$ cat src/verilog/ooc_regs.vh
// constants for the cycle-skip switch controller
// Function
// - sample feedback once per cycle, then switch on
// - disabled sample keeps switch off whole cycle
// - started cycle completes, feedback changes ignored
// - cycle clock runs continuously, always sampling
// - feedback disable hysteresis: 50 uA, 40 uA
// - current ceiling ends pulse for that cycle
// - base rate 44 kHz on lower variants
// - higher variant runs 130 kHz, build parameter
// - supply collapse holds switch off, no glitches
// - decisions start after 0.3 ms start-up delay
// - max on-time signal ends pulse at 67%
// - skipping doubles rate, except higher variant
// - blank current ceiling after each turn-on
// - undervoltage off below 5.1V, on at 5.8V
`ifndef OOC_REGS_VH
`define OOC_REGS_VH
`define OOC_CLK_MHZ 100
`define OOC_CLK_HZ 100000000
`define OOC_FREQ_LOW_HZ 44000
`define OOC_FREQ_HIGH_HZ 130000
`define OOC_MAX_ON_TIME_SIGNAL_PCT 67
`define OOC_PCT_FULL 100
`define OOC_NS_PER_US 1000
`define OOC_STARTUP_NS 300000
`define OOC_LEB_NS 200
`define OOC_STARTUP_CYCLES ((`OOC_STARTUP_NS * `OOC_CLK_MHZ) / `OOC_NS_PER_US)
`define OOC_LEB_CYCLES ((`OOC_LEB_NS * `OOC_CLK_MHZ + `OOC_NS_PER_US - 1) / `OOC_NS_PER_US)
`define OOC_SYNC_W 6
`define OOC_BIT_FB_HI 0
`define OOC_BIT_FB_LO 1
`define OOC_BIT_ILIM 2
`define OOC_BIT_SUP_HI 3
`define OOC_BIT_SUP_LO 4
`define OOC_BIT_LINE 5
`endif

$ cat src/verilog/ooc_sync2.v
// two-flop synchroniser for comparator levels
`timescale 1ns/100ps
module ooc_sync2 #(
   parameter WIDTH = 1
)
(
   input wire ref_clk,
   input wire rst_n,
   input wire [WIDTH-1:0] async_in,
   output wire [WIDTH-1:0] sync_out
);

reg [WIDTH-1:0] meta_r;
reg [WIDTH-1:0] sync_r;

// first stage feeds only the second stage
always @(posedge ref_clk or negedge rst_n)
begin
   if (!rst_n)
   begin
      meta_r <= {WIDTH{1'h0}};
      sync_r <= {WIDTH{1'h0}};
   end
   else
   begin
      meta_r <= async_in;
      sync_r <= meta_r;
   end
end

assign sync_out = sync_r;

endmodule

$ cat src/verilog/ooc_switch_ctrl.v
// cycle-skip on/off switch controller, oscillator and pulse sequencing
`timescale 1ns/100ps
`include "ooc_regs.vh"
module ooc_switch_ctrl #(
   parameter FAST_VARIANT = 0,
   parameter CNT_W = 16,
   parameter START_W = 16,
   parameter STARTUP_CYCLES = `OOC_STARTUP_CYCLES,
   parameter LEB_CYCLES = `OOC_LEB_CYCLES
)
(
   input wire ref_clk,
   input wire rst_n,
   input wire fb_over_hi_thr,
   input wire fb_under_lo_thr,
   input wire switch_current_ceiling,
   input wire supply_above_restart,
   input wire supply_below_dropout,
   input wire line_above_collapse,
   output wire switch_on,
   output wire cycle_start,
   output wire max_on_time_signal,
   output wire skip_mode,
   output wire fb_disabled,
   output wire run_enable
);

// period lengths in ref_clk cycles; both periods are fixed at build time, picked per cycle
localparam integer FULL_HZ = FAST_VARIANT ? `OOC_FREQ_HIGH_HZ : `OOC_FREQ_LOW_HZ;
localparam integer PER_FULL_I = `OOC_CLK_HZ / FULL_HZ;
localparam integer PER_FAST_I = FAST_VARIANT ? PER_FULL_I : PER_FULL_I / 2;
localparam integer MAX_ON_TIME_SIGNAL_FULL_I = (PER_FULL_I * `OOC_MAX_ON_TIME_SIGNAL_PCT) / `OOC_PCT_FULL;
localparam integer MAX_ON_TIME_SIGNAL_FAST_I = (PER_FAST_I * `OOC_MAX_ON_TIME_SIGNAL_PCT) / `OOC_PCT_FULL;
localparam [CNT_W-1:0] PER_FULL = PER_FULL_I[CNT_W-1:0];
localparam [CNT_W-1:0] PER_FAST = PER_FAST_I[CNT_W-1:0];
localparam [CNT_W-1:0] MAX_ON_TIME_SIGNAL_FULL = MAX_ON_TIME_SIGNAL_FULL_I[CNT_W-1:0];
localparam [CNT_W-1:0] MAX_ON_TIME_SIGNAL_FAST = MAX_ON_TIME_SIGNAL_FAST_I[CNT_W-1:0];
localparam [CNT_W-1:0] CNT_ONE = {{(CNT_W-1){1'h0}}, 1'h1};
localparam [CNT_W-1:0] LEB_LEN = LEB_CYCLES[CNT_W-1:0];
localparam [START_W-1:0] START_LEN = STARTUP_CYCLES[START_W-1:0];
localparam [START_W-1:0] START_ONE = {{(START_W-1){1'h0}}, 1'h1};

wire [`OOC_SYNC_W-1:0] raw_in;
wire [`OOC_SYNC_W-1:0] syn_in;
wire fb_hi_s;
wire fb_lo_s;
wire ilim_s;
wire sup_hi_s;
wire sup_lo_s;
wire line_ok_s;

reg [CNT_W-1:0] osc_cnt_r;
reg [CNT_W-1:0] period_r;
reg [CNT_W-1:0] max_on_time_signal_r;
reg [CNT_W-1:0] blank_cnt_r;
reg [START_W-1:0] start_cnt_r;
reg started_r;
reg uv_r;
reg fb_disabled_r;
reg switch_on_r;
reg cycle_start_r;
reg max_on_time_signal_sig_r;
reg skip_r;

wire cycle_end;
wire run_ok;
wire take_cycle;
wire blank_done;
wire end_pulse;

// every comparator level comes from the analog side, asynchronous to ref_clk
assign raw_in[`OOC_BIT_FB_HI] = fb_over_hi_thr;
assign raw_in[`OOC_BIT_FB_LO] = fb_under_lo_thr;
assign raw_in[`OOC_BIT_ILIM] = switch_current_ceiling;
assign raw_in[`OOC_BIT_SUP_HI] = supply_above_restart;
assign raw_in[`OOC_BIT_SUP_LO] = supply_below_dropout;
assign raw_in[`OOC_BIT_LINE] = line_above_collapse;

ooc_sync2 #(
   .WIDTH(`OOC_SYNC_W)
) u_sync (
   .ref_clk(ref_clk),
   .rst_n(rst_n),
   .async_in(raw_in),
   .sync_out(syn_in)
);

assign fb_hi_s = syn_in[`OOC_BIT_FB_HI];
assign fb_lo_s = syn_in[`OOC_BIT_FB_LO];
assign ilim_s = syn_in[`OOC_BIT_ILIM];
assign sup_hi_s = syn_in[`OOC_BIT_SUP_HI];
assign sup_lo_s = syn_in[`OOC_BIT_SUP_LO];
assign line_ok_s = syn_in[`OOC_BIT_LINE];

// start-up delay; counter stops once done
// start-up delay gate
always @(posedge ref_clk or negedge rst_n)
begin
   if (!rst_n)
   begin
      start_cnt_r <= {START_W{1'h0}};
      started_r <= 1'h0;
   end
   else if (!started_r)
   begin
      if (start_cnt_r == START_LEN - START_ONE)
         started_r <= 1'h1;
      else
         start_cnt_r <= start_cnt_r + START_ONE;
   end
end

// undervoltage latch, starts tripped so the supply must first reach restart
// undervoltage hysteresis latch
always @(posedge ref_clk or negedge rst_n)
begin
   if (!rst_n)
      uv_r <= 1'h1;
   else if (sup_lo_s)
      uv_r <= 1'h1;  // dropout wins over restart
   else if (sup_hi_s)
      uv_r <= 1'h0;
end

// feedback threshold hysteresis: trip on high, release only under low
// feedback disable hysteresis
always @(posedge ref_clk or negedge rst_n)
begin
   if (!rst_n)
      fb_disabled_r <= 1'h0;
   else if (!fb_disabled_r && fb_hi_s)
      fb_disabled_r <= 1'h1;
   else if (fb_disabled_r && fb_lo_s)
      fb_disabled_r <= 1'h0;
end

assign run_ok = started_r & ~uv_r & line_ok_s;

// oscillator wraps on the last count of the current period
assign cycle_end = (osc_cnt_r == period_r - CNT_ONE);
assign take_cycle = cycle_end & run_ok & ~fb_disabled_r;

// free-running oscillator; period chosen per cycle at the boundary
// oscillator never stops
always @(posedge ref_clk or negedge rst_n)
begin
   if (!rst_n)
   begin
      osc_cnt_r <= {CNT_W{1'h0}};
      period_r <= PER_FULL;
      max_on_time_signal_r <= MAX_ON_TIME_SIGNAL_FULL;
      skip_r <= 1'h0;
      cycle_start_r <= 1'h0;
   end
   else
   begin
      cycle_start_r <= cycle_end;
      if (cycle_end)
      begin
         osc_cnt_r <= {CNT_W{1'h0}};
         skip_r <= ~take_cycle;
         if (take_cycle)
         begin
            period_r <= PER_FULL;
            max_on_time_signal_r <= MAX_ON_TIME_SIGNAL_FULL;
         end
         else
         begin
            period_r <= PER_FAST;
            max_on_time_signal_r <= MAX_ON_TIME_SIGNAL_FAST;
         end
      end
      else
         osc_cnt_r <= osc_cnt_r + CNT_ONE;
   end
end

// max on-time signal: high over the first fraction of each period
always @(posedge ref_clk or negedge rst_n)
begin
   if (!rst_n)
      max_on_time_signal_sig_r <= 1'h0;
   else if (cycle_end)
      max_on_time_signal_sig_r <= 1'h1;
   else if (osc_cnt_r == max_on_time_signal_r - CNT_ONE)
      max_on_time_signal_sig_r <= 1'h0;
end

// blanking counter restarts at turn-on and saturates
always @(posedge ref_clk or negedge rst_n)
begin
   if (!rst_n)
      blank_cnt_r <= {CNT_W{1'h0}};
   else if (take_cycle)
      blank_cnt_r <= {CNT_W{1'h0}};
   else if (switch_on_r && blank_cnt_r != LEB_LEN)
      blank_cnt_r <= blank_cnt_r + CNT_ONE;
end

assign blank_done = (blank_cnt_r == LEB_LEN);

// pulse end: current ceiling, max on-time, or loss of supply
assign end_pulse = (blank_done & ilim_s) |
                   (osc_cnt_r == max_on_time_signal_r - CNT_ONE) |
                   ~run_ok;

// switch drive; feedback is only looked at through take_cycle
// feedback ignored mid-cycle
always @(posedge ref_clk or negedge rst_n)
begin
   if (!rst_n)
      switch_on_r <= 1'h0;
   else if (take_cycle)
      switch_on_r <= 1'h1;
   else if (cycle_end)
      switch_on_r <= 1'h0;
   else if (switch_on_r && end_pulse)
      switch_on_r <= 1'h0;
end

// the partner keeps enable high below regulation; nothing here depends on it
// beyond treating its pull-down through the hysteresis above
assign switch_on = switch_on_r;
assign cycle_start = cycle_start_r;
assign max_on_time_signal = max_on_time_signal_sig_r;
assign skip_mode = skip_r;
assign fb_disabled = fb_disabled_r;
assign run_enable = run_ok;

endmodule

$ cat config.mk
export PLATFORM = sky130hd
export DESIGN_NAME = ooc_switch_ctrl
export DESIGN_NICKNAME = d
export VERILOG_FILES = /design/src/verilog/ooc_sync2.v /design/src/verilog/ooc_switch_ctrl.v
export VERILOG_INCLUDE_DIRS = /design/src /design/src/verilog
export SDC_FILE = /design/constraint.sdc
export NUM_CORES = 1
export LEC_CHECK = 0
export ABC_AREA = 1
export BUFFER_PORTS_ARGS = -buffer_cell sky130_fd_sc_hd__buf_4
export CAP_MARGIN = 25
export CELL_PAD_IN_SITES_DETAIL_PLACEMENT = 1
export CELL_PAD_IN_SITES_GLOBAL_PLACEMENT = 1
export CORE_ASPECT_RATIO = 1.75
export CORE_MARGIN = 2
export CORE_UTILIZATION = 52
export CTS_BUF_LIST = sky130_fd_sc_hd__clkbuf_8
export DETAILED_ROUTE_END_ITERATION = 16
export GPL_ROUTABILITY_DRIVEN = 0
export PLACE_DENSITY_LB_ADDON = 0.25
export SYNTH_ARGS = -nofsm -noshare
export SYNTH_HDL_FRONTEND = slang
export SYNTH_HIERARCHICAL = 1
export SYNTH_SLANG_ARGS = --single-unit
$ cat constraint.sdc
create_clock -name ref_clk -period 2.4 [get_ports ref_clk]
set_input_delay 0.36 -clock ref_clk [delete_from_list [all_inputs] [get_ports ref_clk]]
set_output_delay 0.36 -clock ref_clk [all_outputs]
set_load 0.05 [all_outputs]
Word-level counts from Yosys, hierarchy flattened
Index checks and enable logic that the tools add are counted.
{"block": "word_totals", "register_bits": 99, "output_inout_bits": 6, "inputBits": 8, "wordCells": 64}
{"block": "classes", "mux": 16, "bitwise": 13, "n_eq_ne": 5, "n_reduce_logical": 11, "n_addsub": 5}
{"op": "$add 16x1->16 const B", "n": 3}
{"op": "$mux 16", "n": 3}
{"op": "$eq 16x16->1", "n": 2}
{"op": "$sub 16x1->16 const B", "n": 2}
{"op": "$eq 16x15->1 const B", "n": 1}
{"op": "$eq 16x5->1 const B", "n": 1}
{"op": "$ne 16x5->1 const B", "n": 1}
{"op": "$mux 12", "n": 1}
{"op": "$mux 1", "n": 11}
{"op": "$mux 11", "n": 1}
{"op": "$reduce_bool 2->1", "n": 4}
{"op": "$not 1->1", "n": 6}
{"op": "$and 1x1->1", "n": 5}
{"op": "$logic_and 1x1->1", "n": 4}
{"op": "$reduce_bool 3->1", "n": 1}
{"op": "$or 1x1->1", "n": 2}
{"op": "$reduce_and 2->1", "n": 1}
{"op": "$logic_not 1->1", "n": 1}

Depth between registers and ports, before layout
Gate-level depths: netlist of run 1.
{"block": "logic_depth", "ltp_word": 9, "mapped_depth": 10, "depth_no_buf": 9}

Modules after synthesis
The synthesis of run 1 kept the hierarchy.
{"module": "ooc_switch_ctrl", "area_each_um2": 3497.1, "cells_per_inst": 469, "seq_area_each_um2": 1403.8, "n_inst": 1}
{"module": "ooc_sync2", "area_each_um2": 300.3, "cells_per_inst": 12, "seq_area_each_um2": 300.3, "n_inst": 1}

Least setup slack after synthesis of run 1
No wires, ideal clock.
{"block": "synth_timing", "path_type": "flip-flop to flip-flop", "start": "register max_on_time_signal_r[9]", "end": "register max_on_time_signal_sig_r, in the netlist max_on_time_signal", "n_path_buf": 1, "synth_period_minus_slack_ps": 1793, "t_required_ps": 2277, "arrival_time_ps": 1670, "stages_incl_launch_ff": 8, "setup_slack_ps": 607, "setup_time_ps": 123, "cell_sequence": "dfrtp_1 buf_2 inv_2 ha_1 xor2_1 nand3_1 o21ai_0 nand2_1"}
{"block": "synth_between", "elab_chain_len": 3}
{"item": "from (decl)", "line_no": "ooc_switch_ctrl.v:54", "source": "reg [CNT_W-1:0] max_on_time_signal_r;"}
{"item": "from (signal assigned)", "line_no": "ooc_switch_ctrl.v:151", "source": "max_on_time_signal_r <= MAX_ON_TIME_SIGNAL_FULL;"}
{"item": "from (signal assigned)", "line_no": "ooc_switch_ctrl.v:165", "source": "max_on_time_signal_r <= MAX_ON_TIME_SIGNAL_FULL;"}
{"item": "from (signal assigned)", "line_no": "ooc_switch_ctrl.v:170", "source": "max_on_time_signal_r <= MAX_ON_TIME_SIGNAL_FAST;"}
{"item": "$sub 16x1->16", "line_no": "ooc_switch_ctrl.v:185", "source": "else if (osc_cnt_r == max_on_time_signal_r - CNT_ONE)"}
{"item": "$eq 16x16->1", "line_no": "ooc_switch_ctrl.v:185"}
{"item": "$reduce_bool 2->1 (no source line)"}
{"item": "to (signal assigned)", "line_no": "ooc_switch_ctrl.v:182", "source": "max_on_time_signal_sig_r <= 1'h0;"}
{"item": "to (signal assigned)", "line_no": "ooc_switch_ctrl.v:184", "source": "max_on_time_signal_sig_r <= 1'h1;"}
{"item": "to (signal assigned)", "line_no": "ooc_switch_ctrl.v:186", "source": "max_on_time_signal_sig_r <= 1'h0;"}
{"item": "to (decl)", "line_no": "ooc_switch_ctrl.v:62", "source": "reg max_on_time_signal_sig_r;"}
Every way passes these cells.
A chain may end at the register's enable or synchronous reset.

Final worst setup path of run 1
{"block": "layout_timing", "start": "register osc_cnt_r[0]", "end": "register blank_cnt_r[5]"}
{"block": "layout_between", "elab_chain_len": 4, "elab_cells_between_ends": 5, "classes_between": "1 x eq/ne; 1 x mux; 2 x bitwise; 1 x reduce/logical"}
{"item": "from (decl)", "line_no": "ooc_switch_ctrl.v:52", "source": "reg [CNT_W-1:0] osc_cnt_r;"}
{"item": "from (signal assigned)", "line_no": "ooc_switch_ctrl.v:149", "source": "osc_cnt_r <= {CNT_W{1'h0}};"}
{"item": "from (signal assigned)", "line_no": "ooc_switch_ctrl.v:160", "source": "osc_cnt_r <= {CNT_W{1'h0}};"}
{"item": "from (signal assigned)", "line_no": "ooc_switch_ctrl.v:174", "source": "osc_cnt_r <= osc_cnt_r + CNT_ONE;"}
{"item": "$eq 16x16->1 *", "line_no": "ooc_switch_ctrl.v:140", "source": "assign cycle_end = (osc_cnt_r == period_r - CNT_ONE);"}
{"item": "$and 1x1->1 * (2 in a row)", "line_no": "ooc_switch_ctrl.v:141", "source": "assign take_cycle = cycle_end & run_ok & ~fb_disabled_r;"}
{"item": "$mux 16 / $reduce_bool 2->1 (equally long branches)"}
{"item": "to (signal assigned)", "line_no": "ooc_switch_ctrl.v:193", "source": "blank_cnt_r <= {CNT_W{1'h0}};"}
{"item": "to (signal assigned)", "line_no": "ooc_switch_ctrl.v:195", "source": "blank_cnt_r <= {CNT_W{1'h0}};"}
{"item": "to (signal assigned)", "line_no": "ooc_switch_ctrl.v:197", "source": "blank_cnt_r <= blank_cnt_r + CNT_ONE;"}
{"item": "to (decl)", "line_no": "ooc_switch_ctrl.v:55", "source": "reg [CNT_W-1:0] blank_cnt_r;"}
Every way passes the cells marked *; elsewhere a longest branch is shown, timed or not.

==> key figures, run 1 <==
STA
  • Max Freq: roughly 550 MHz
  • Max-slew violations: 0
  • Final period util: 75.6%
  • Layout Skew: 12.1 ps
  • Final hold violation count: 0
  • Slew headroom: about 42%
  • Slew @ Worst Pin: 864 ps
  • Endpoints failing setup: 0
  • Setup tns final: 0 ps
  • RSZ-0062 raised after global routing: no
  • Crit path time final: 1810 ps

Final layout
  • P&R area growth vs syn: 11.8%
  • Multi-input logic area: 1790 um^2
  • Fin area: ~4200 um^2
  • Nets: 517
  • N_diodes: 0
  • Share of layout cells above drive strength 1: 16.3%
  • Reg area: 1700 um^2
  • Filler instances: 896

Clock network
  • Reg clk slew, reported paths: 70 ps
  • Clock buffer depth: 2
  • CTS root buffer: clkbuf_8
  • # resized after CTS: 0
  • Clock tree sinks: 68
  • CTS Buf Count: 9
  • CTS tree: yes
  • # hold bufs at CTS: 0
  • H-tree depth: 3
  • Post-CTS Setup Inserts: 0
  • Clock latency on the worst-skew pair: 370 ps

Floorplan
  • Core Area: 7130 um^2
  • Die area: 8030 um^2
  • Row count: between 40 and 50
  • Initial Utilization: 53.3%
  • I/O Pins: 14
  • Die Height: approximately 120 um
  • Chip width: a little under 70 um

Global routing
  • Gr ovfl total: 0
  • Gr usage total: 29.2%
  • First-pass GRT wire length: 17100 um
  • Initial antenna violation count: 0
  • Largest net degree at the start of global routing: 69
  • Number of global-route vias before repair: about 3.6k

Logic synthesis
  • Synth Register Bits: 68
  • Syn_nets: 495
  • Syn Inst Count: 481
  • Post-synth top flop: dfrtp_1
  • XOR/XNOR Fraction of Synth Area: 4.38%
  • Post-Synth Adder-Cell Area: 1.98%
  • Synth Warn #: 6
  • Syn Area/Cell: 7.89 um^2
  • Mapped cell area: about 3800 um^2
  • Ys async rst share: 100%
  • Post-synth EDFFs: 0
  • Multiplexer share of the synthesized area: 0%
  • Cell variety after synth: 34
  • Compound-Gate Fraction of Synth Area: 8.20%
  • Largest family of logic cells by synthesized area: simple AND/OR/NAND/NOR gates
  • Synth Area in Simple Gates: 32.7%
  • Register area share after synthesis: 44.9%

Power
  • Pwr/cell area: 566 nW/um^2
  • P_leak: about 2.1 nW
  • VDD IR-drop max: between 0.0004 and 0.0005 V

Critical path
  • Worst path required time: 2650 ps
  • CP max stage cell: dfrtp_1
  • Critical Path End Type: flip-flop
  • WS Path Type: reg -> reg
  • Cells along the critical path: ha_1 -> nand2_2 -> nor2_4 -> inv_2 -> nor3_2 -> nand4_2 -> nand2_1 -> nor2_1
  • Worst setup SP type: flip-flop
  • Worst path arrival time: just over 2000 ps
  • Slowest stage delay, CP: approximately 420 ps
  • Crit-path max FO: 7

Detailed routing
  • Post-route ant nets: 0
  • Via density: 5.56
  • DR pass1 iterations: 4
  • Drt first-iter violations: 150
  • Final WL: 10300 um
  • Drc violations: 0
  • Total number of vias: 3304
  • WL/cell: 17.3 um

Placement
  • Quantity of I/O buffers inserted on ports: 13
  • Placed Area: about 4000 um^2
  • Placed wire-length estimate: 7530 um

Run status
  • Outcome: finished clean

Flow run
  • Max cap viols: 0

Min path
  • HP Class: in -> reg
[sequential cells by signal, summed over array words and instances, names as in the netlist]
name                  cells
fb_disabled               1
switch_on                 1
u_sync/meta_r             6
start_cnt_r              16
uv_r                      1
u_sync/sync_out           6
osc_cnt_r                16
blank_cnt_r              16
cycle_start               1
max_on_time_signal_r      2
started_r                 1
max_on_time_signal        1
[synthesized netlist by cell type, types with 2 or more instances]
| cell type | count | area (um^2) |
|---|---|---|
| a21oi_1 | 10 | 50.1 |
| buf_2 | 2 | 10.0 |
| buf_6 | 2 | 22.5 |
| dfrtp_1 | 66 | 1650 |
| dfstp_2 | 2 | 52.6 |
| ha_1 | 6 | 75.1 |
| inv_1 | 58 | 218 |
| inv_2 | 12 | 45.0 |
| nand2_1 | 116 | 435 |
| nand2_2 | 6 | 37.5 |
| nand3_1 | 35 | 175 |
| nand3_2 | 2 | 20.0 |
| nand4_1 | 15 | 93.8 |
| nor2_1 | 64 | 240 |
| nor2_2 | 4 | 25.0 |
| nor2_4 | 2 | 22.5 |
| nor3_1 | 10 | 50.1 |
| nor3_2 | 4 | 40.0 |
| nor3_4 | 3 | 48.8 |
| o21ai_0 | 8 | 40.0 |
| o21ai_1 | 11 | 55.1 |
| o21ai_2 | 11 | 96.3 |
| o21bai_1 | 4 | 30.0 |
| xnor2_1 | 4 | 35.0 |
| xor2_1 | 15 | 131 |
[area by class of cell]
cell class | instances | area share [%]
timing repair buffer | 15 | 2.95
multi-input combinational | 338 | 42.2
clock buffer | 10 | 3.24
clock inverter | 6 | 2.62
inverter | 71 | 6.31
tap | 86 | 2.53
sequential | 68 | 40.1
[cells by family (layout without fill, tap and decap cells)]
family / count (synthesis) / in the layout
AND/OR/NAND/NOR: 265 / 265
buffers and inverters: 75 / 102
AO/OA/AOI/OAI: 48 / 48
XOR/XNOR: 19 / 19
adder cells (fa/ha/maj): 6 / 6
flip-flops: 68 / 68
[per-layer routing]
metal	global-route usage [%]	part of all wire (%)	vias up
met2	53.3	57	48
met3	5.54	2.5	23
li1	-	-	1571
met4	12.3	2.6	0
met5	0	0	-
met1	31.9	38	1662
[worst paths after layout]
kind / depth (start not counted) / endpoint / startpoint / slack [ps]
worst max-delay path: 8 / blank_cnt_r[5]$_DFFE_PN0P_ / osc_cnt_r[0]$_DFF_PN0_ / 590
worst min-delay path: 1 / u_sync/meta_r[2]$_DFF_PN0_ / switch_current_ceiling / 100
max in group asynchronous: 1 / blank_cnt_r[15]$_DFFE_PN0P_ / rst_n / 1730
min in group asynchronous: 1 / cycle_start$_DFF_PN0_ / rst_n / 110
worst max register to register: 8 / blank_cnt_r[5]$_DFFE_PN0P_ / osc_cnt_r[0]$_DFF_PN0_ / 590
worst min register to register: 0 / u_sync/sync_out[1]$_DFF_PN0_ / u_sync/meta_r[1]$_DFF_PN0_ / 350
[worst max-delay path: cells and delay by family (launching register included)]
kind	cells	cell delay, ps
adder cells (fa/ha/maj)	1	230
buffers and inverters	1	70
flip-flops	1	420
AND/OR/NAND/NOR	6	990
[where the power goes]
part           internal (mW)  switching (mW)  leakage [nW]
logic                 0.0121          0.0377          1.11
registers               1.16         0.00627         0.884
clock network          0.718           0.470         0.122
total                   1.89           0.514          2.11
[cell usage in the layout (no fill, tap or decap), drive strengths merged, types with 6 or more instances in the layout]
master,Yosys,routed
a21oi,12,12
buf,4,15
clkbuf,0,10
dfrtp,66,66
ha,6,6
inv,70,70
nand2,123,123
nand3,37,37
nand4,16,16
nor2,70,70
nor3,17,17
o21ai,30,30
xor2,15,15
[stage by stage]
step	hold WS, ps	setup WS [ps]	utilization (%)	std cells	power [mW]
3_5_place_dp	338	618	56.1	578	1.24
6_report	104	586	59.6	594	2.40
4_1_cts	89.9	576	59.6	594	2.42
2_1_floorplan	64.4	607	-	481	1.20
5_1_grt	88.8	414	59.6	594	2.48
3_3_place_gp	333	709	56.1	578	1.24
Power figures use the tool's default switching activity.
==> run 2, diff against run 1 <==
CORE_UTILIZATION = 44   (was 52)
clock period = 1.6 ns   (was 2.4 ns; I/O delays follow)
==> key figures, run 2 (synthesized netlist as in run 1, its figures left out) <==
Floorplan
  • I/O Pins: 14 (unchanged)
  • Chip width: 74.2 um (+8.2%)
  • Initial Utilization: 45.4% (-7.9 points)
  • Die area: 9420 um^2 (+17%)
  • Die Height: 127 um (+8.4%)
  • Row count: 44 (+7.3%)
  • Core Area: 8370 um^2 (+17%)

Detailed routing
  • Total number of vias: 3750 (+13%)
  • Via density: 5.44 (-2.2%)
  • Post-route ant nets: 0 (unchanged)
  • Wl on met1: 4790 um (+23%)
  • WL/cell: 20.2 um (+17%)
  • Drc violations: 0 (unchanged)
  • DR pass1 iterations: 4 (unchanged)
  • DR WL met3: 413 um (+63%)
  • Metal2 WL: 7870 um (+34%)
  • Top Layer Used: met4
  • Drt first-iter violations: 161 (+7.3%)
  • Final WL: 13900 um (+35%)

Power
  • VDD IR-drop max: 0.000550 V (+20%)
  • Pwr/cell area: 703 nW/um^2 (+24%)
  • P_leak: 2.53 nW (+20%)

Critical path
  • Worst setup SP type: flip-flop
  • Worst path arrival time: 2110 ps (+50 ps)
  • R2R Path End: blank_cnt_r[11]$_DFFE_PN0P_
  • Internal reg-to-reg setup slack: -260 ps (-850 ps)
  • WS Path Type: reg -> reg
  • Crit-path max FO: 7 (unchanged)
  • Critical Path End Type: flip-flop
  • Worst r2r src: max_on_time_signal_r[9]$_DFFE_PN0N_
  • Worst path required time: 1850 ps (-800 ps)
  • Cell depth of the worst flop-to-flop path: 8 (unchanged)

Run status
  • Outcome: complete, but fails checks
  • Failing checks: setup timing

Global routing
  • Largest net degree at the start of global routing: 33 (-52%)
  • First-pass GRT wire length: 19100 um (+12%)
  • Initial antenna violation count: 0 (unchanged)
  • Gr usage total: 27.0% (-2.2 points)
  • Gr ovfl total: 0 (unchanged)
  • Number of global-route vias before repair: 3966 (+11%)

Final layout
  • Biggest registers after layout: blank_cnt_r: 16 flops, osc_cnt_r: 16 flops, start_cnt_r: 16 flops
  • Filler instances: 999 (+11%)
  • Commonest non-fill, non-tap cell in the layout: nand2_1
  • P&R area growth vs syn: 36.9%
  • N_diodes: 0 (unchanged)
  • Most frequent cells in the layout: 95 x nand2_1, 64 x buf_4, 62 x dfrtp_1
  • Final design utilization: 62.1% (+2.6 points)
  • Share of layout cells above drive strength 1: 36.2% (+20 points)
  • Nets: 583 (+13%)

Placement
  • Quantity of I/O buffers inserted on ports: 13 (unchanged)
  • Placed wire-length estimate: 7870 um (+4.6%)
  • Pre-CTS WS: -213 ps (-831 ps)

STA
  • Layout Skew: 5.22 ps (-6.88 ps)
  • Endpoints failing setup: 37 (+37)
  • Max-slew violations: 0 (unchanged)
  • Slew headroom: 66.1% (+24 points)
  • Setup WS post-layout: -265 ps (-851 ps)
  • Slew @ Worst Pin: 507 ps (-358 ps)
  • Max Freq: 536 MHz (-2.7%)
  • Final hold violation count: 0 (unchanged)
  • Crit path time final: 1860 ps (+50.5 ps)
  • Final period util: 117% (+41 points)
  • RSZ-0062 raised after global routing: yes

Clock network
  • Reg clk slew, reported paths: 70 ps (about the same)
  • CTS tree: yes
  • H-tree depth: 3 (unchanged)
  • Clock latency on the worst-skew pair: 360 ps (about the same)
  • CTS Buf Count: 9 (unchanged)
  • Clock buffer depth: 2 (unchanged)
  • CTS root buffer: clkbuf_8
  • Clock tree sinks: 68 (unchanged)

Min path
  • HP Class: in -> async

Flow run
  • Max cap viols: 0 (unchanged)
[run 2: cell count changes in the layout (fill, tap and decap cells not counted), moves of 8 or more]
cell | before | now
nand2_4 | 1 | 9
nor2_1 | 64 | 51
nand2_1 | 116 | 95
o21ai_2 | 11 | 21
nor2_4 | 2 | 10
buf_4 | 14 | 64
nand2_2 | 6 | 19
[run 2: worst max-delay path by stage]
stage / startpoint / to / cells past startpoint
2_1_floorplan: max_on_time_signal_r[9]$_DFFE_PN0N_ / max_on_time_signal$_DFFE_PN0P_ / 7
3_3_place_gp: osc_cnt_r[0]$_DFF_PN0_ / blank_cnt_r[2]$_DFFE_PN0P_ / 8
3_5_place_dp: start_cnt_r[0]$_DFFE_PN0P_ / start_cnt_r[10]$_DFFE_PN0P_ / 6
4_1_cts: blank_cnt_r[0]$_DFFE_PN0P_ / blank_cnt_r[7]$_DFFE_PN0P_ / 9
5_1_grt: max_on_time_signal_r[9]$_DFFE_PN0N_ / blank_cnt_r[11]$_DFFE_PN0P_ / 8
6_report: max_on_time_signal_r[9]$_DFFE_PN0N_ / blank_cnt_r[11]$_DFFE_PN0P_ / 8
[run 2: worst max-delay path, cell delays in order (launching register included)]
cell     delay, ps
dfrtp_2        480
inv_2          130
nand2_1         90
nand2_2        110
nand2_2        130
nor3_4         360
nand4_4        240
nand2_1        160
nor2_1          50
[run 2: where the power goes]
group          internal (mW)  switching, mW  leakage, nW  total (mW)
sequential              1.74         0.0104        0.880        1.75
clock                   1.11          0.689        0.131        1.80
combinational         0.0360         0.0672         1.52       0.103
[run 2: repair_timing]
action / in CTS / in global routing
hold buffers: 7 / 0
endpoints found under the setup margin: 50 / 52
gates cloned: 4 / 0
resized for setup: 40 / 69
endpoints found under the hold margin: 27 / 0
buffers inserted: 11 / 15
pin swaps: 18 / 33
[run 2: layout make-up]
class | count | area (um^2) | share of cell area (%)
tap | 115 | 144 | 2.77
sequential | 68 | 1710 | 32.9
multi-input combinational | 342 | 2190 | 42.1
clock buffer | 11 | 151 | 2.91
timing repair buffer | 77 | 629 | 12.1
clock inverter | 5 | 98.8 | 1.90
inverter | 71 | 277 | 5.32
[run 2: through the flow]
stage               power, mW  TNS, ps  area [um^2]  cells  hold slack (ps)
floorplan                1.80        0         3800    481            -55.6
global placement         1.87    -2920         4250    636              168
detailed placement       1.87    -5220         4250    636              177
CTS                      3.69     -102         4850    674              329
global route             3.75    -8340         5200    689              358
finish                   3.65    -5860         5200    689              330
[run 2: metal layers]
metal	up-vias	GRT usage, %
li1	1718	-
met1	1869	27.2
met2	106	51.6
met3	57	4.29
met4	0	12.4
met5	-	0
